==> config.mk <==
export PLATFORM = sky130hd
export DESIGN_NAME = cec_top
export DESIGN_NICKNAME = d
export VERILOG_FILES = /design/src/logic/cec_pkg.sv /design/src/logic/cec_top.sv
export SDC_FILE = /design/constraint.sdc
export NUM_CORES = 1
export LEC_CHECK = 0
export BUFFER_PORTS_ARGS = -buffer_cell sky130_fd_sc_hd__buf_2
export CAP_MARGIN = 40
export CORE_AREA = 10 10 138 140
export DETAILED_ROUTE_END_ITERATION = 10
export DIE_AREA = 0 0 148 150
export GPL_ROUTABILITY_DRIVEN = 0
export HOLD_SLACK_MARGIN = 0.02
export PLACE_DENSITY = 0.79
export SYNTH_ARGS = -nofsm -noshare
export SYNTH_HDL_FRONTEND = slang
export SYNTH_SLANG_ARGS = --single-unit
export TNS_END_PERCENT = 1
==> constraint.sdc <==
create_clock -name clk -period 4.2 [get_ports clk]
set_clock_uncertainty 0.2 [all_clocks]
set_input_delay 0.63 -clock clk [delete_from_list [all_inputs] [get_ports clk]]
set_output_delay 0.63 -clock clk [all_outputs]
set_load 0.05 [all_outputs]
==> src/logic/cec_pkg.sv <==
package cec_pkg;

   // Register byte offsets, one aligned 32-bit word each
   localparam logic [7:0] CEC_OFS_INSTANCE_SELECT = 8'h00;
   localparam logic [7:0] CEC_OFS_EVENT_CFG = 8'h04;
   localparam logic [7:0] CEC_OFS_CLEAR_CFG = 8'h08;
   localparam logic [7:0] CEC_OFS_START_CFG = 8'h0C;
   localparam logic [7:0] CEC_OFS_COMMAND = 8'h10;
   localparam logic [7:0] CEC_OFS_PRESENT_COUNT = 8'h14;
   localparam logic [7:0] CEC_OFS_COUNT_LATCHED = 8'h18;
   localparam logic [7:0] CEC_OFS_TERMINAL_COUNT = 8'h1C;
   localparam logic [7:0] CEC_OFS_COUNTING_STATE = 8'h20;

   // Field positions
   localparam int CEC_EDGE_BIT = 0;
   localparam int CEC_SRC_LSB = 0;
   localparam int CEC_SRC_W = 3;
   localparam int CEC_COND_LSB = 4;
   localparam int CEC_COND_W = 3;
   localparam int CEC_EVSRC_LSB = 4;
   localparam int CEC_CMD_CLEAR_BIT = 0;

   // Widths
   localparam int CEC_CNT_W = 32;
   localparam int CEC_NUM_IN = 6;

   // Synchronised input vector positions
   localparam int CEC_IN_FRAME = 0;
   localparam int CEC_IN_EXPOSURE = 1;
   localparam int CEC_IN_LINE = 2;
   localparam int CEC_IN_HOSTLINK = 3;
   localparam int CEC_IN_EXTERNAL = 4;
   localparam int CEC_IN_ACQ = 5;

   // Reset values and the smallest accepted terminal count
   localparam logic [31:0] CEC_TERMINAL_RST = 32'hFFFF_FFFF;
   localparam logic [31:0] CEC_TERMINAL_MIN = 32'h0000_0001;
   localparam logic [2:0] CEC_SRC_RST = 3'h0;
   localparam logic [2:0] CEC_COND_RST = 3'h0;
   localparam logic [0:0] CEC_INSTANCE_FIRST = 1'h0;

   // Count input choices
   typedef enum logic [2:0] {
      CEC_CNT_OFF = 3'h0,
      CEC_CNT_FRAME = 3'h1,
      CEC_CNT_EXPOSURE = 3'h2,
      CEC_CNT_LINE = 3'h3,
      CEC_CNT_HOSTLINK = 3'h4,
      CEC_CNT_EXTERNAL = 3'h5
   } cec_count_src_t;

   // Clear and start input choices
   typedef enum logic [2:0] {
      CEC_CTL_OFF = 3'h0,
      CEC_CTL_FRAME = 3'h1,
      CEC_CTL_EXPOSURE = 3'h2,
      CEC_CTL_ACQ = 3'h3,
      CEC_CTL_EXTERNAL = 3'h4
   } cec_ctl_src_t;

   // Clear and start conditions
   typedef enum logic [2:0] {
      CEC_COND_RISE = 3'h0,
      CEC_COND_FALL = 3'h1,
      CEC_COND_ANY = 3'h2,
      CEC_COND_HIGH = 3'h3,
      CEC_COND_LOW = 3'h4
   } cec_cond_t;

   // Counting state, Gray along idle -> active -> done
   typedef enum logic [1:0] {
      CEC_ST_IDLE = 2'b00,
      CEC_ST_ACTIVE = 2'b01,
      CEC_ST_DONE = 2'b11
   } cec_state_t;

endpackage

==> src/logic/cec_top.sv <==
// Functional notes
// - Instance select holds only the first instance
// - Rising count edge increments on low-to-high
// - Falling count edge increments on high-to-low
// - Count input selectable; off stops counting
// - Clear input selectable; off disables hardware clear
// - Rising clear condition clears on rising edge
// - Falling clear condition clears on falling edge
// - Any-edge clear condition clears on both edges
// - Level-high clear holds count cleared while high
// - Level-low clear holds count cleared while low
// - Software clear command clears; counting resumes unless an edge start condition re-arms
// - Present count readable at any time
// - Software clear latches previous count value
// - Terminal event count 1 to all-ones
// - Counting state readable by software
// - Start input selectable; off disables start trigger
// - Rising start condition starts on rising edge
// - Falling start condition starts on falling edge
// - Any-edge start condition starts on both edges
// - Level-high start holds count cleared while high
`timescale 1ns/1ps

module cec_top
   import cec_pkg::*;
(
   input wire logic clk,
   input wire logic rstn,
   input wire logic [7:0] addr,
   input wire logic [31:0] wdata,
   input wire logic wr_stb,
   input wire logic rd_stb,
   output logic [31:0] rdata,
   input wire logic frame_readout_window,
   input wire logic exposure_window,
   input wire logic line_period_pulse,
   input wire logic host_link_trigger,
   input wire logic external_trigger_input,
   input wire logic acquisition_window,
   output logic [31:0] present_count,
   output logic [1:0] counting_state
);

   // Picks a clear or start source from the synchronised vector
   function automatic logic ctl_pick(input logic [2:0] sel, input logic [CEC_NUM_IN-1:0] v);
      logic r;
      r = 1'b0;
      unique case (sel)
         CEC_CTL_FRAME: r = v[CEC_IN_FRAME];
         CEC_CTL_EXPOSURE: r = v[CEC_IN_EXPOSURE];
         CEC_CTL_ACQ: r = v[CEC_IN_ACQ];
         CEC_CTL_EXTERNAL: r = v[CEC_IN_EXTERNAL];
         default: r = 1'b0;
      endcase
      return r;
   endfunction

   // Edge or level condition on a selected source, shared by clear and start
   function automatic logic cond_hit(input logic [2:0] cond, input logic cur, input logic prev);
      logic r;
      r = 1'b0;
      unique case (cond)
         CEC_COND_RISE: r = cur & ~prev;
         CEC_COND_FALL: r = ~cur & prev;
         CEC_COND_ANY: r = cur ^ prev;
         CEC_COND_HIGH: r = cur;
         CEC_COND_LOW: r = ~cur;
         default: r = 1'b0;
      endcase
      return r;
   endfunction

   // True for the two level conditions
   function automatic logic is_level(input logic [2:0] cond);
      return (cond == CEC_COND_HIGH) || (cond == CEC_COND_LOW);
   endfunction

   logic [CEC_NUM_IN-1:0] raw_in;
   logic [CEC_NUM_IN-1:0] sync1_q;
   logic [CEC_NUM_IN-1:0] sync2_q;
   logic [CEC_NUM_IN-1:0] prev_q;
   logic [0:0] instance_q;
   logic count_fall_q;
   logic [2:0] count_src_q;
   logic [2:0] clear_src_q;
   logic [2:0] clear_cond_q;
   logic [2:0] start_src_q;
   logic [2:0] start_cond_q;
   logic [31:0] terminal_q;
   logic [31:0] count_q;
   logic [31:0] count_d;
   logic [31:0] latched_q;
   cec_state_t state_q;
   cec_state_t state_d;
   logic [31:0] rdata_q;
   logic sw_clear;
   logic ev_cur;
   logic ev_prev;
   logic ev_hit;
   logic clr_cur;
   logic clr_prev;
   logic clr_hit;
   logic st_cur;
   logic st_prev;
   logic st_hit;
   logic st_hold;
   logic any_clear;
   logic [31:0] count_inc;

   assign raw_in[CEC_IN_FRAME] = frame_readout_window;
   assign raw_in[CEC_IN_EXPOSURE] = exposure_window;
   assign raw_in[CEC_IN_LINE] = line_period_pulse;
   assign raw_in[CEC_IN_HOSTLINK] = host_link_trigger;
   assign raw_in[CEC_IN_EXTERNAL] = external_trigger_input;
   assign raw_in[CEC_IN_ACQ] = acquisition_window;

   // Two-flop synchroniser per source plus a history flop for edges
   genvar gi;
   generate
      for (gi = 0; gi < CEC_NUM_IN; gi++)
      begin : g_sync
         always_ff @(posedge clk or negedge rstn)
         begin
            if (!rstn)
            begin
               sync1_q[gi] <= 1'b0;
               sync2_q[gi] <= 1'b0;
               prev_q[gi] <= 1'b0;
            end
            else
            begin
               sync1_q[gi] <= raw_in[gi];
               sync2_q[gi] <= sync1_q[gi];
               prev_q[gi] <= sync2_q[gi];
            end
         end
      end
   endgenerate

   // Count input pick; off yields a constant so no edge can ever occur
   always_comb
   begin
      ev_cur = 1'b0;
      ev_prev = 1'b0;
      unique case (count_src_q)
         CEC_CNT_FRAME:
         begin
            ev_cur = sync2_q[CEC_IN_FRAME];
            ev_prev = prev_q[CEC_IN_FRAME];
         end
         CEC_CNT_EXPOSURE:
         begin
            ev_cur = sync2_q[CEC_IN_EXPOSURE];
            ev_prev = prev_q[CEC_IN_EXPOSURE];
         end
         CEC_CNT_LINE:
         begin
            ev_cur = sync2_q[CEC_IN_LINE];
            ev_prev = prev_q[CEC_IN_LINE];
         end
         CEC_CNT_HOSTLINK:
         begin
            ev_cur = sync2_q[CEC_IN_HOSTLINK];
            ev_prev = prev_q[CEC_IN_HOSTLINK];
         end
         CEC_CNT_EXTERNAL:
         begin
            ev_cur = sync2_q[CEC_IN_EXTERNAL];
            ev_prev = prev_q[CEC_IN_EXTERNAL];
         end
         default:
         begin
            ev_cur = 1'b0;
            ev_prev = 1'b0;
         end
      endcase
   end

   // Event edge according to the chosen count edge
   assign ev_hit = count_fall_q ? (~ev_cur & ev_prev) : (ev_cur & ~ev_prev);

   // Hardware clear; an off source never hits
   assign clr_cur = ctl_pick(clear_src_q, sync2_q);
   assign clr_prev = ctl_pick(clear_src_q, prev_q);
   assign clr_hit = (clear_src_q != CEC_CTL_OFF) &&
      cond_hit(clear_cond_q, clr_cur, clr_prev);

   // Start trigger; level conditions hold the count cleared instead of arming
   assign st_cur = ctl_pick(start_src_q, sync2_q);
   assign st_prev = ctl_pick(start_src_q, prev_q);
   assign st_hit = (start_src_q != CEC_CTL_OFF) && !is_level(start_cond_q) &&
      cond_hit(start_cond_q, st_cur, st_prev);
   assign st_hold = (start_src_q != CEC_CTL_OFF) && is_level(start_cond_q) &&
      cond_hit(start_cond_q, st_cur, st_prev);

   assign sw_clear = wr_stb && (addr == CEC_OFS_COMMAND) && wdata[CEC_CMD_CLEAR_BIT];
   assign any_clear = sw_clear || clr_hit || st_hold;
   assign count_inc = count_q + 32'h0000_0001;

   // Next count and state; any clear wins over a same-cycle event
   always_comb
   begin
      count_d = count_q;
      state_d = state_q;
      if (any_clear)
      begin
         count_d = 32'h0000_0000;
         // Edge-started counters re-arm and wait; others resume at once
         if ((start_src_q == CEC_CTL_OFF) || is_level(start_cond_q))
         begin
            state_d = CEC_ST_ACTIVE;
         end
         else
         begin
            state_d = CEC_ST_IDLE;
         end
      end
      else
      begin
         unique case (state_q)
            CEC_ST_IDLE:
            begin
               if (st_hit || (start_src_q == CEC_CTL_OFF))
               begin
                  state_d = CEC_ST_ACTIVE;
               end
            end
            CEC_ST_ACTIVE:
            begin
               if (count_q >= terminal_q)
               begin
                  state_d = CEC_ST_DONE;
               end
               else if (ev_hit)
               begin
                  count_d = count_inc;
                  if (count_inc >= terminal_q)
                  begin
                     state_d = CEC_ST_DONE;
                  end
               end
            end
            CEC_ST_DONE:
            begin
               state_d = CEC_ST_DONE;
            end
            default:
            begin
               state_d = CEC_ST_IDLE;
            end
         endcase
      end
   end

   // Count and state registers
   always_ff @(posedge clk or negedge rstn)
   begin
      if (!rstn)
      begin
         count_q <= 32'h0000_0000;
         state_q <= CEC_ST_IDLE;
      end
      else
      begin
         count_q <= count_d;
         state_q <= state_d;
      end
   end

   // Value at clear is taken only by the software command
   always_ff @(posedge clk or negedge rstn)
   begin
      if (!rstn)
      begin
         latched_q <= 32'h0000_0000;
      end
      else if (sw_clear)
      begin
         latched_q <= count_q;
      end
   end

   // Configuration writes; out-of-range values are dropped, not clipped
   always_ff @(posedge clk or negedge rstn)
   begin
      if (!rstn)
      begin
         instance_q <= CEC_INSTANCE_FIRST;
         count_fall_q <= 1'b0;
         count_src_q <= CEC_SRC_RST;
         clear_src_q <= CEC_SRC_RST;
         clear_cond_q <= CEC_COND_RST;
         start_src_q <= CEC_SRC_RST;
         start_cond_q <= CEC_COND_RST;
         terminal_q <= CEC_TERMINAL_RST;
      end
      else if (wr_stb)
      begin
         unique case (addr)
            CEC_OFS_INSTANCE_SELECT:
            begin
               instance_q <= CEC_INSTANCE_FIRST;
            end
            CEC_OFS_EVENT_CFG:
            begin
               count_fall_q <= wdata[CEC_EDGE_BIT];
               if (wdata[CEC_EVSRC_LSB +: CEC_SRC_W] <= CEC_CNT_EXTERNAL)
               begin
                  count_src_q <= wdata[CEC_EVSRC_LSB +: CEC_SRC_W];
               end
            end
            CEC_OFS_CLEAR_CFG:
            begin
               if (wdata[CEC_SRC_LSB +: CEC_SRC_W] <= CEC_CTL_EXTERNAL)
               begin
                  clear_src_q <= wdata[CEC_SRC_LSB +: CEC_SRC_W];
               end
               if (wdata[CEC_COND_LSB +: CEC_COND_W] <= CEC_COND_LOW)
               begin
                  clear_cond_q <= wdata[CEC_COND_LSB +: CEC_COND_W];
               end
            end
            CEC_OFS_START_CFG:
            begin
               if (wdata[CEC_SRC_LSB +: CEC_SRC_W] <= CEC_CTL_EXTERNAL)
               begin
                  start_src_q <= wdata[CEC_SRC_LSB +: CEC_SRC_W];
               end
               if (wdata[CEC_COND_LSB +: CEC_COND_W] <= CEC_COND_LOW)
               begin
                  start_cond_q <= wdata[CEC_COND_LSB +: CEC_COND_W];
               end
            end
            CEC_OFS_TERMINAL_COUNT:
            begin
               if (wdata >= CEC_TERMINAL_MIN)
               begin
                  terminal_q <= wdata;
               end
            end
            default:
            begin
               instance_q <= instance_q;
            end
         endcase
      end
   end

   // Read data stands for the cycle after the strobe only; unmapped reads zero
   always_ff @(posedge clk or negedge rstn)
   begin
      if (!rstn)
      begin
         rdata_q <= 32'h0000_0000;
      end
      else if (rd_stb)
      begin
         unique case (addr)
            CEC_OFS_INSTANCE_SELECT: rdata_q <= {31'h0000_0000, instance_q};
            CEC_OFS_EVENT_CFG: rdata_q <= {25'h000_0000, count_src_q, 3'h0, count_fall_q};
            CEC_OFS_CLEAR_CFG: rdata_q <= {25'h000_0000, clear_cond_q, 1'b0, clear_src_q};
            CEC_OFS_START_CFG: rdata_q <= {25'h000_0000, start_cond_q, 1'b0, start_src_q};
            CEC_OFS_PRESENT_COUNT: rdata_q <= count_q;
            CEC_OFS_COUNT_LATCHED: rdata_q <= latched_q;
            CEC_OFS_TERMINAL_COUNT: rdata_q <= terminal_q;
            CEC_OFS_COUNTING_STATE: rdata_q <= {30'h0000_0000, state_q};
            default: rdata_q <= 32'h0000_0000;
         endcase
      end
      else
      begin
         rdata_q <= 32'h0000_0000;
      end
   end

   assign rdata = rdata_q;
   assign present_count = count_q;
   assign counting_state = state_q;

endmodule // cec_top

# After elaboration in Yosys (flattened, before gate mapping)
# Index checks and enable logic that the tools add are counted.
[totals]
reg_bits = 164
input_bits = 50
out_inout_bits = 66
elab_cells = 137
[op_classes]
add_sub_neg = 1
magnitude_cmp = 6
eq_ne = 35
n_mux = 22
bitwise = 14
n_reduce_logical = 30
[ops]
columns = ["op", "n"]
rows = [
  ["one-hot mux 32 bit (7 select lines)", 1],
  ["two-way mux 32 bit", 5],
  [">= comparator 32 bit", 2],
  ["adder 32 x 1 -> 32 bit (second input constant)", 1],
  ["== test 8 x 5 -> 1 bit (second input constant)", 4],
  [">= comparator 32 x 1 -> 1 bit (second input constant)", 1],
  ["== test 3 x 2 -> 1 bit (second input constant)", 10],
  ["AND reduction 3 bit", 8],
  ["one-hot mux 1 bit (5 select lines)", 4],
  ["== test 3 bit (second input constant)", 6],
  ["== test 8 x 4 -> 1 bit (second input constant)", 2],
  ["one-hot mux 1 bit (4 select lines)", 4],
  ["== test 3 x 1 -> 1 bit (second input constant)", 5],
  ["two-way mux 2 bit", 5],
  ["less-or-equal comparator 3 bit (second input constant)", 3],
  ["zero test 3 bit", 3],
  ["== test 8 x 3 -> 1 bit (second input constant)", 1],
  ["== test 8 x 6 -> 1 bit (second input constant)", 1],
  ["!= test 4 bit (second input constant)", 2],
  ["logical AND 1 bit", 7],
  ["AND 1 bit", 6],
  ["NOT 1 bit", 6],
  ["one-hot mux 2 bit (3 select lines)", 1],
  ["nonzero test 3 bit", 2],
  ["other kinds (11)", 18],
]

# Depth between registers and ports, before layout
# Gate-level depths: netlist (run 1).
[logic_depth]
depth_word = 10
mapped_depth = 14
depth_no_buf = 14

# Worst setup path after synthesis (run 1)
# No wires, ideal clock.
[synth_path]
path_kind = "flip-flop to flip-flop"
start = "register count_q[0] (netlist: present_count[0])"
end = "register state_q[1] (netlist: counting_state[1])"
setup_time_ns = 0.099
arrival_ns = 3.207
t_required_ns = 3.901
slack_ns = 0.693
stages_incl_launch_ff = 15
n_path_buf = 0
period_less_slack_ns = 3.507
cell_sequence = "dfrtp_1 > ha_1 > nand3_2 > nor4_4 > nand3_2 > nor2_1 > nand2_1 > xnor2_1 > ha_1 > nand4_1 > nor3_1 > nor3_1 > o21ai_0 > o21ai_0 > a311oi_1"
[synth_via]
elab_chain_cells = 4
elab_cells_between_ends = 9
classes_between = "1 x add/sub; 2 x order compare; 2 x eq/ne; 3 x mux; 1 x reduce/logical"
[synth_rtl]
columns = ["item", "line", "rtl"]
rows = [
  ["start: declaration", "cec_top.sv:90", "logic [31:0] count_q;"],
  ["start signal: assignment", "cec_top.sv:265", "count_q <= count_d;"],
  ["adder 32 x 1 -> 32 bit / >= comparator 32 bit (equally long branches)", "cec_top.sv:198, cec_top.sv:230", ""],
  [">= comparator 32 bit / two-way mux 2 bit (equally long branches)", "cec_top.sv:237, cec_top.sv:230", ""],
  ["!= test 4 bit (no source line) / one-hot mux 2 bit (3 select lines) (equally long branches)", "n/a", ""],
  ["AND reduction 3 bit (no source line) / two-way mux 2 bit (equally long branches)", "n/a", ""],
  ["end signal: assignment", "cec_top.sv:266", "state_q <= state_d;"],
  ["end: declaration", "cec_top.sv:93", "cec_state_t state_q;"],
]
# Parallel ways exist; a longest one is shown, timed or not.
# A chain may end at the register's enable or synchronous reset.

# Worst setup path in the final report (run 1)
# Same ends and word-level chain as after synthesis.

==> results of run 1 <==
## layout make-up
cell class | instances | area (um2) | share of cell area (%)
sequential | 164 | 4140 | 38.8
inverter | 45 | 169 | 1.58
antenna | 1 | 2.50 | 0.0234
timing repair buffer | 135 | 759 | 7.10
multi-input combinational | 625 | 4790 | 44.8
tap | 220 | 275 | 2.57
clock buffer | 18 | 429 | 4.01
clock inverter | 14 | 120 | 1.12
## power by group through the flow
stage	clock [mW]	combinational, mW	sequential, mW
after floorplan	0	1.28	2.54
after global placement	0	2.10	2.20
after detailed placement	0	2.15	2.22
final	1.45	2.17	2.21
after CTS	1.48	2.17	2.19
after global routing	1.54	2.40	2.27
## through the flow
step / util (%) / power (mW) / hold slack [ns]
floorplan: - / 3.81 / 0.131
global placement: 62.0 / 4.30 / 0.133
CTS: 65.4 / 5.85 / 0.0853
global route: 65.4 / 6.21 / 0.0781
finish: 65.4 / 5.83 / 0.0978
detailed placement: 62.0 / 4.37 / 0.136
## synthesized netlist by cell type, types with 3 or more instances
cell and number:
and3_1 3, a222oi_1 26, dfrtp_1 132, a31oi_1 9, buf_6 6, nand3_1 19
inv_1 43, or4_1 29, mux2i_1 5, a21o_1 10, o211ai_1 3, a21oi_1 79
buf_2 8, nor2b_1 4, dfstp_2 32, or3_1 3, a211oi_1 4, nor2_1 72
nand4_1 17, xor2_1 3, ha_1 69, nor4_1 10, a22oi_1 15, clkbuf_1 31
mux2_1 10, nand3_2 3, nor3_1 9, buf_4 6, nand2_1 34, nand2b_1 3
o31ai_1 29, mux2_2 61, o21ai_0 18, xnor2_1 27, nand3b_1 5
## logic make-up after synthesis
family,Yosys count
AND/OR/NAND/NOR,234
AO/OA/AOI/OAI,216
flip-flops,164
buffers and inverters,102
multiplexers,76
adder cells (fa/ha/maj),69
XOR/XNOR,30
## what timing repair did
action / 4_1_cts / 5_1_grt
endpoints found under the hold margin: 54 / 0
hold buffers: 1 / 0
endpoints found under the setup margin: 0 / 0
## flip-flops by register name, indices dropped and copies added (netlist names)
name	cells
latched_q	32
present_count	32
rdata	32
terminal_q	32
prev_q	6
sync1_q	6
sync2_q	6
clear_cond_q	3
clear_src_q	3
count_src_q	3
start_cond_q	3
start_src_q	3
counting_state	2
count_fall_q	1
## layer usage
layer | GRT usage, % | vias to the layer above
met5 | 0 | -
met3 | 5.01 | 51
li1 | - | 3538
met1 | 29.1 | 3818
met2 | 36.0 | 269
met4 | 9.56 | 0
## worst paths after layout
kind                                         startpoint                             to  slack (ns)  cells after the start
min in group asynchronous                          rstn             rdata[8]$_DFF_PN0_        0.53                      2
setup reg to reg           present_count[0]$_DFFE_PN0P_  counting_state[1]$_DFFE_PN0P_        0.48                     14
hold reg to reg                    sync1_q[5]$_DFF_PN0_           sync2_q[5]$_DFF_PN0_        0.15                      0
hold / removal                     frame_readout_window           sync1_q[0]$_DFF_PN0_         0.1                      1
max in group asynchronous                          rstn     terminal_q[26]$_DFFE_PN1P_        2.37                      3
setup / recovery           present_count[0]$_DFFE_PN0P_  counting_state[1]$_DFFE_PN0P_        0.48                     14
## critical path, stage by stage (launching register included)
cell and delay (ns):
dfrtp_1 0.52, ha_1 0.27, nand3_2 0.17, nor4_4 0.49, nand3_2 0.19, nor2_1 0.25, nand2_1 0.15, xnor2_1 0.16
ha_1 0.30, nand4_1 0.17, nor3_1 0.24, nor3_1 0.06, o21ai_0 0.07, o21ai_0 0.10, a311oi_1 0.27
==> impl_metrics.env, run 1 <==
export IMPL_max_freq_mhz=269
export IMPL_mostFrequentLayoutCells="132 x dfrtp_1, 114 x buf_2, 79 x a21oi_1"
export IMPL_async_flop_share_pct=100
export IMPL_cts_sinks=164
export IMPL_num_rows=47
export IMPL_p_sw_mw=2.51
export IMPL_clkPwrFrac_pct=25.0
export IMPL_grtUsageTotal_pct=22.6
export IMPL_fill_cells=1319
export IMPL_dieArea_um2=22200
export IMPL_avgViaCountPerCell=6.28
export IMPL_drv_cap=0
export IMPL_worstPathMaxFanout=9
export IMPL_met2_length_mm=11.7
export IMPL_p_int_mw=3.32
export IMPL_die_y_um=150
export IMPL_grt_pass1_vias=7649
export IMPL_syn_avg_cell_area_um2=10.6
export IMPL_numPortBuffers=115
export IMPL_slew_violations=0
export IMPL_clk_latency_ns=0.43
export IMPL_worst_slack_ns=0.479
export IMPL_clk_pin_slew_ns=0.07
export IMPL_min_period_over_period_pct=88.6
export IMPL_netlist_top_cells_area="dfrtp_1 35%, ha_1 9.2%, dfstp_2 8.9%"
export IMPL_layout_nets=1107
export IMPL_core_area_um2=16300
export IMPL_cp_end_kind="register"
export IMPL_synth_nets=1010
export IMPL_ir_worst_vdd_mv=0.372
export IMPL_cts_setup_buffers=0
export IMPL_seq_power_share_pct=37.9
export IMPL_root_buffer="clkbuf_16"
export IMPL_synth_edff_count=0
export IMPL_m1WireLength_mm=10.6
export IMPL_cts_max_path_buffers=2
export IMPL_antenna_found_initial=0
export IMPL_post_route_cell_area_um2=10700
export IMPL_syn_cell_area_um2=9400
export IMPL_worstPathRequired_ns=4.34
export IMPL_vias=7676
export IMPL_die_w_um=148
export IMPL_cts_made_buffers=17
export IMPL_drive_above_1_share_pct=28.5
export IMPL_top_level_ports=116
export IMPL_layout_min_cycle_time_ns=3.72
export IMPL_synth_top_family_by_area="compound AO/OA/AOI/OAI gates"
export IMPL_cts_tree="yes"
export IMPL_p_comb_share_pct=37.2
export IMPL_finalNonFillerCells=1222
export IMPL_p_per_area_nw_per_um2=545
export IMPL_post_place_cells=1188
export IMPL_p_sw_share_pct=43.0
export IMPL_synth_xor_area_share_pct=2.79
export IMPL_wl_per_cell_um=20.2
export IMPL_yosysWarnings=0
export IMPL_finalSetupTns_ns=0
export IMPL_synthCells=891
export IMPL_dp_hpwl_mm=17.9
export IMPL_synth_top_area_share_pct=35.1
export IMPL_crit_arrival_ns=3.86
export IMPL_overflow=0
export IMPL_synth_compound_area_share_pct=15.6
export IMPL_synth_fa_ha_area_share_pct=9.18
export IMPL_hold_class="input port to register"
export IMPL_worst_pin_slew_ns=0.858
export IMPL_grt_max_degree=76
export IMPL_critical_path_class="register to register"
export IMPL_setup_viol=0
export IMPL_final_common_cell="dfrtp_1"
export IMPL_cts_resized=0
export IMPL_synth_cell_types=81
export IMPL_grt_pass1_wl_mm=40.3
export IMPL_slew_headroom_pct=42.4
export IMPL_pre_cts_ws_ns=0.537
export IMPL_firstDrtPassIters=7
export IMPL_yosys_register_bits=164
export IMPL_wl_met3_mm=1.64
export IMPL_start_util_pct=57.5
export IMPL_yosys_area_share_simple_pct=13.9
export IMPL_rsz0062_at_grt="false"
export IMPL_dpl_cell_area_um2=10100
export IMPL_ant_nets=0
export IMPL_top_layer="met4"
export IMPL_status="finished, final reports clean"
export IMPL_synthMuxAreaShare_pct=9.04
export IMPL_synth_seq_area_share_pct=44.1
export IMPL_h_tree_depth=4
export IMPL_synth_top_area_cell="dfrtp_1"
export IMPL_p_leak_nw=4.55
export IMPL_cp_start_kind="register"
export IMPL_synth_top_flop_cell="dfrtp_1"
export IMPL_drc=0
export IMPL_area_growth_syn_to_layout_pct=13.7
export IMPL_drtIter0Drc=664
export IMPL_finalWirelength_mm=24.7
export IMPL_hold_viol_final=0
No activity file was read; power rests on OpenSTA's default activity.
==> inputs of run 2 (changes only) <==
Settings changed: ABC_AREA set to 1, CORE_AREA 10 10 138 140 to 10 10 140 142, DIE_AREA 0 0 148 150 to 0 0 150 152, PLACE_DENSITY 0.79 to 0.8.
==> run 2 against run 1 <==
- sequential power shrank 22%
- setup slack gained 0.41 ns
- first-iteration DRC count grew 37%
- cell count grew 26%
- synthesized cell count grew 34%
- sequential share of layout area shrank 1.5 points
- design area grew 4.1%
- clock power grew 8%
- via count grew 15%
==> impl_metrics.env, run 2 <==
export IMPL_worstReg2RegStart="present_count[0]$_DFFE_PN0P_"
export IMPL_layout_nets=1424
export IMPL_vias=8815
export IMPL_h_tree_depth=4
export IMPL_drive_above_1_share_pct=19.7
export IMPL_p_leak_nw=5.98
export IMPL_cp_end_kind="register"
export IMPL_firstDrtPassIters=6
export IMPL_status="finished, final reports clean"
export IMPL_hold_class="input port to register"
export IMPL_top_level_ports=116
export IMPL_wl_met3_mm=2.52
export IMPL_syn_avg_cell_area_um2=8.15
export IMPL_synthCells=1196
export IMPL_worst_pin_slew_ns=0.735
export IMPL_slew_violations=0
export IMPL_crit_path_frequent_cell="nand2_1"
export IMPL_ir_worst_vdd_mv=0.307
export IMPL_synth_nets=1315
export IMPL_clk_latency_ns=0.44
export IMPL_critical_path_class="register to register"
export IMPL_grt_max_degree=69
export IMPL_finalNonFillerCells=1543
export IMPL_synth_xor_area_share_pct=2.41
export IMPL_drc=0
export IMPL_cts_tree="yes"
export IMPL_cts_max_path_buffers=2
export IMPL_min_period_over_period_pct=78.8
export IMPL_layout_min_cycle_time_ns=3.31
export IMPL_yosysMostFrequentCell="nand2_1"
export IMPL_diodes=0
export IMPL_mostFrequentLayoutCells="293 x nand2_1, 146 x inv_1, 132 x dfrtp_1"
export IMPL_rsz0062_at_grt="false"
export IMPL_avgViaCountPerCell=5.71
export IMPL_finalWirelength_mm=27.4
export IMPL_crit_arrival_ns=3.43
export IMPL_cts_resized=0
export IMPL_top_layer="met4"
export IMPL_worstPathCellList="ha_1 > nand3_1 > inv_1 > nand2_2 > nor2_4 > nand3b_4 > nor2_4 > nand3_1 > nand2_1 > clkinv_1 > ha_1 > nand2_1 > nor2_1 > nand2_1 > nor4_1 > nand2_1 > nand3_1 > nand2_1 > nand2_1 > o21ai_0"
export IMPL_setup_viol=0
export IMPL_numPortBuffers=115
export IMPL_cts_sinks=164
export IMPL_synth_compound_area_share_pct=10.3
export IMPL_synth_top_flop_cell="dfrtp_1"
export IMPL_drtIter0Drc=911
export IMPL_slowest_delay_ns=0.46
export IMPL_hold_worst_slack_ns=0.0939
export IMPL_grt_pass1_vias=8723
export IMPL_ff2ff_path_depth=20
export IMPL_met2_length_mm=12.5
export IMPL_die_w_um=150
export IMPL_finalSetupTns_ns=0
export IMPL_crit_cells=20
export IMPL_dieArea_um2=22800
export IMPL_root_buffer="clkbuf_16"
export IMPL_post_place_cells=1510
export IMPL_dp_hpwl_mm=19.7
export IMPL_area_growth_syn_to_layout_pct=14.2
export IMPL_antenna_found_initial=0
export IMPL_yosys_area_share_simple_pct=26.5
export IMPL_synth_top_area_cell="dfrtp_1"
export IMPL_grt_pass1_wl_mm=44.9
export IMPL_grtUsageTotal_pct=24.3
export IMPL_yosys_top_cells_count="294 x nand2_1, 146 x inv_1, 132 x dfrtp_1, 95 x nor2_1"
export IMPL_m1WireLength_mm=11.6
export IMPL_netlist_top_cells_area="dfrtp_1 34%, nand2_1 11%, ha_1 8.9%"
export IMPL_cts_made_buffers=17
export IMPL_timing_critical_path_to="counting_state[0]$_DFFE_PN0P_"
export IMPL_wl_per_cell_um=17.8
export IMPL_slew_headroom_pct=50.8
export IMPL_clk_pin_slew_ns=0.07
export IMPL_yosysWarnings=0
export IMPL_yosys_register_bits=164
export IMPL_max_freq_mhz=302
export IMPL_ant_nets=0
export IMPL_start_util_pct=57.5
export IMPL_synth_top_family_by_area="simple AND/OR/NAND/NOR gates"
export IMPL_synth_edff_count=0
export IMPL_synthMuxAreaShare_pct=0.925
export IMPL_worstPathRequired_ns=4.32
export IMPL_cpMaxStageDelayCell="dfrtp_1"
export IMPL_async_flop_share_pct=100
export IMPL_syn_cell_area_um2=9740
export IMPL_synth_seq_area_share_pct=42.5
export IMPL_synth_fa_ha_area_share_pct=8.86
export IMPL_p_per_area_nw_per_um2=350
export IMPL_drv_cap=0
export IMPL_worstPathMaxFanout=6
export IMPL_die_y_um=152
export IMPL_path_buf_inv=2
export IMPL_overflow=0
export IMPL_synth_cell_types=46
export IMPL_core_area_um2=16900
export IMPL_num_rows=48
export IMPL_r2r_setup_slack_ns=0.89
export IMPL_r2r_end="counting_state[0]$_DFFE_PN0P_"
export IMPL_hold_viol_final=0
export IMPL_setup_worst_path_start="present_count[0]$_DFFE_PN0P_"
export IMPL_final_common_cell="nand2_1"
export IMPL_critical_path_top_delay_family="simple AND/OR/NAND/NOR gates"
export IMPL_synth_top_area_share_pct=33.9
export IMPL_cp_start_kind="register"
[run 2: cell count changes after synthesis, sizes merged, moves of 33 or more]
cell   previous run  this run
nand2            36       300
o21ai            20        61
mux2             71         8
nand3            23        94
nor2             73       106
inv              44       157
[run 2: worst reg2reg max path, delay by kind of cell, from the launching register on]
kind / cells / cell delay [ns]
simple gates: 15 / 1.74
flops: 1 / 0.46
fa+ha+maj: 2 / 0.51
compound gates: 1 / 0.07
buf+inv: 2 / 0.22
[run 2: metrics by stage]
step | total power, mW | setup WS (ns) | area [um2] | utilization, %
after floorplan | 2.15 | 0.917 | 9740 | -
after CTS | 3.91 | 0.884 | 11100 | 65.7
after global routing | 4.07 | 0.508 | 11100 | 65.7
final | 3.90 | 0.892 | 11100 | 65.7
after global placement | 2.33 | 0.967 | 10500 | 62.0
after detailed placement | 2.36 | 0.918 | 10500 | 62.2
[run 2: repair_timing]
item,in CTS,in global routing
hold buffers,1,0
setup buffers,0,0
hold endpoints to repair,29,0
[run 2: worst min path at each step]
stage	cells past startpoint	startpoint	end
2_1_floorplan	0	rstn	clear_cond_q[0]$_DFFE_PN0P_
3_3_place_gp	0	sync1_q[5]$_DFF_PN0_	sync2_q[5]$_DFF_PN0_
3_5_place_dp	0	sync1_q[5]$_DFF_PN0_	sync2_q[5]$_DFF_PN0_
4_1_cts	1	frame_readout_window	sync1_q[0]$_DFF_PN0_
5_1_grt	1	external_trigger_input	sync1_q[4]$_DFF_PN0_
6_report	1	acquisition_window	sync1_q[5]$_DFF_PN0_
[run 2: metal layers]
metal | vias to the layer above | global-route usage [%]
li1 | 4158 | -
met1 | 4159 | 32.6
met2 | 429 | 37.8
met5 | - | 0
met3 | 69 | 5.82
met4 | 0 | 8.01
[run 2: area by class of cell]
class / count / area [um2]
Clock buffer: 21 / 450
Sequential cell: 164 / 4140
Multi-Input combinational cell: 836 / 4790
Tap cell: 225 / 282
Fill cell: 1425 / 5810
Clock inverter: 11 / 129
Timing Repair Buffer: 128 / 739
Inverter: 158 / 593
[run 2: cell families (layout without fill, tap and decap cells)]
group,Yosys count,count (layout)
buffers and inverters,196,318
adder cells (fa/ha/maj),69,69
AO/OA/AOI/OAI,175,175
XOR/XNOR,26,26
multiplexers,8,8
flip-flops,164,164
AND/OR/NAND/NOR,558,558
[run 2: where the power goes]
group / internal [mW] / switching, mW / total (mW)
clock network: 0.894 / 0.663 / 1.56
logic: 0.180 / 0.438 / 0.617
registers: 1.65 / 0.0776 / 1.72
total: 2.72 / 1.18 / 3.90
==> inputs of run 3 (changes only) <==
Clock period 4.2 ns to 3.05 ns, I/O delays scaled along.
==> run 3 against run 2 <==
- setup slack worse by 0.84 ns
- first-iteration DRC count up 24%
- design area up 6.6%
- cell count up 4.1%
- die area unchanged
- power up 43%
- sequential share of layout area down 2.2 points
- worst hold slack worse by 0.031 ns
- combinational power up 77%
- via count up 5.2%
- clock power up 37%
- critical path type unchanged
==> impl_metrics.env, run 3 (same netlist as run 2, synthesis figures left out) <==
export IMPL_post_place_cells=1548
export IMPL_grt_max_degree=70
export IMPL_rsz0062_at_grt="true"
export IMPL_critical_path_top_delay_family="simple AND/OR/NAND/NOR gates"
export IMPL_die_w_um=150
export IMPL_layout_nets=1487
export IMPL_finalNonFillerCells=1606
export IMPL_core_area_um2=16900
export IMPL_min_period_over_period_pct=98.3
export IMPL_hold_worst_slack_ns=0.0632
export IMPL_cts_made_buffers=17
export IMPL_wl_per_cell_um=18.1
export IMPL_hold_class="input port to register"
export IMPL_cpMaxStageDelayCell="dfrtp_2"
export IMPL_cts_tree="yes"
export IMPL_slowest_delay_ns=0.42
export IMPL_drtIter0Drc=1131
export IMPL_drc=0
export IMPL_worstPathMaxFanout=5
export IMPL_hold_viol_final=0
export IMPL_cts_sinks=164
export IMPL_p_leak_nw=6.39
export IMPL_firstDrtPassIters=8
export IMPL_crit_path_frequent_cell="nand2_2"
export IMPL_grt_pass1_wl_mm=45.2
export IMPL_overflow=0
export IMPL_power_total_mw=5.59
export IMPL_status="finished, final reports clean"
export IMPL_worstPathCellList="buf_6 > nand3_4 > nor2_4 > nand2_4 > nor3_4 > buf_4 > nand2_4 > xor2_1 > inv_1 > ha_4 > nand2_2 > nor4_2 > buf_4 > nand2_2 > nand3_2 > nand2_2 > nand2_2 > o21ai_2"
export IMPL_finalSetupTns_ns=0
export IMPL_avgViaCountPerCell=5.78
export IMPL_setup_viol=0
export IMPL_cp_start_kind="register"
export IMPL_top_level_ports=116
export IMPL_clk_pin_slew_ns=0.07
export IMPL_root_buffer="clkbuf_16"
export IMPL_diodes=0
export IMPL_clk_latency_ns=0.44
export IMPL_r2r_setup_slack_ns=0.05
export IMPL_cts_max_path_buffers=2
export IMPL_path_buf_inv=4
export IMPL_vias=9276
export IMPL_die_y_um=152
export IMPL_mostFrequentLayoutCells="283 x nand2_1, 145 x inv_1, 118 x dfrtp_1"
export IMPL_ant_nets=0
export IMPL_drive_above_1_share_pct=26.4
export IMPL_worstPathRequired_ns=3.17
export IMPL_num_rows=48
export IMPL_final_common_cell="nand2_1"
export IMPL_finalWirelength_mm=29.0
export IMPL_numPortBuffers=115
export IMPL_crit_arrival_ns=3.12
export IMPL_ir_worst_vdd_mv=0.442
export IMPL_antenna_found_initial=0
export IMPL_slew_headroom_pct=38.3
export IMPL_critical_path_class="register to register"
export IMPL_utilization_pct=70.0
export IMPL_grt_pass1_vias=8867
export IMPL_dp_hpwl_mm=20.4
export IMPL_h_tree_depth=4
export IMPL_drv_cap=0
export IMPL_max_freq_mhz=334
export IMPL_dieArea_um2=22800
export IMPL_grtUsageTotal_pct=24.5
export IMPL_cp_end_kind="register"
export IMPL_area_growth_syn_to_layout_pct=21.7
export IMPL_layout_min_cycle_time_ns=3.00
export IMPL_start_util_pct=57.5
export IMPL_worst_pin_slew_ns=0.920
export IMPL_p_per_area_nw_per_um2=471
export IMPL_slew_violations=0
## run 3: cell types whose count changed in the layout (fill, tap and decap cells not counted), sizes merged
cell         delta
buf            +57
clkinv          -1
inv             +3
bufinv          -1
clkinvlp        +1
clkbuf          -2
dlygate4sd3     +6
## run 3: layer usage
metal,vias to the layer above,track usage [%],part of all wire (%)
li1,4288,-,-
met1,4423,32.8,42
met2,483,38.1,47
met3,82,5.32,8.8
met4,0,8.98,2.8
met5,-,0,0
## run 3: power breakdown
| group | internal [mW] | switching (mW) |
|---|---|---|
| clock network | 1.18 | 0.950 |
| logic | 0.382 | 0.706 |
| registers | 2.27 | 0.0998 |
| total | 3.83 | 1.76 |
## run 3: stage by stage
stage	cell area, um2	setup slack, ns
floorplan	9770	0.0169
global placement	10900	0.0711
detailed placement	10900	-0.0302
CTS	11600	0.0158
global route	11900	-0.0704
finish	11900	0.0515
## run 3: worst paths after layout
| path | startpoint | to | cells after the start |
|---|---|---|---|
| worst min register to register | sync1_q[0]$_DFF_PN0_ | sync2_q[0]$_DFF_PN0_ | 0 |
| min in group asynchronous | rstn | rdata[7]$_DFF_PN0_ | 2 |
| worst max register to register | present_count[1]$_DFFE_PN0P_ | counting_state[0]$_DFFE_PN0P_ | 18 |
| max in group asynchronous | rstn | terminal_q[26]$_DFFE_PN1P_ | 3 |
| worst min-delay path | wdata[0] | count_fall_q$_DFFE_PN0P_ | 3 |
| worst max-delay path | present_count[1]$_DFFE_PN0P_ | counting_state[0]$_DFFE_PN0P_ | 18 |
## run 3: worst reg2reg max path, stage by stage, from the launching register on
cell and delay (ns):
dfrtp_2 0.42, buf_6 0.13, nand3_4 0.09, nor2_4 0.14, nand2_4 0.09, nor3_4 0.24
buf_4 0.16, nand2_4 0.06, xor2_1 0.19, inv_1 0.11, ha_4 0.29, nand2_2 0.07
nor4_2 0.24, buf_4 0.16, nand2_2 0.05, nand3_2 0.07, nand2_2 0.06, nand2_2 0.07
o21ai_2 0.05
## run 3: cell type report
cell class | count | area (um2)
clock buffer | 19 | 453
clock inverter | 13 | 124
fill | 1249 | 5080
inverter | 158 | 596
multi-input combinational | 836 | 5000
sequential | 164 | 4160
tap | 225 | 282
timing repair buffer | 191 | 1240
## run 3: timing repair
item / 4_1_cts / 5_1_grt
pin swaps: 9 / 24
endpoints found under the setup margin: 1 / 34
endpoints found under the hold margin: 65 / 0
hold buffers: 7 / 0
resized for setup: 11 / 38
setup buffers: 10 / 10
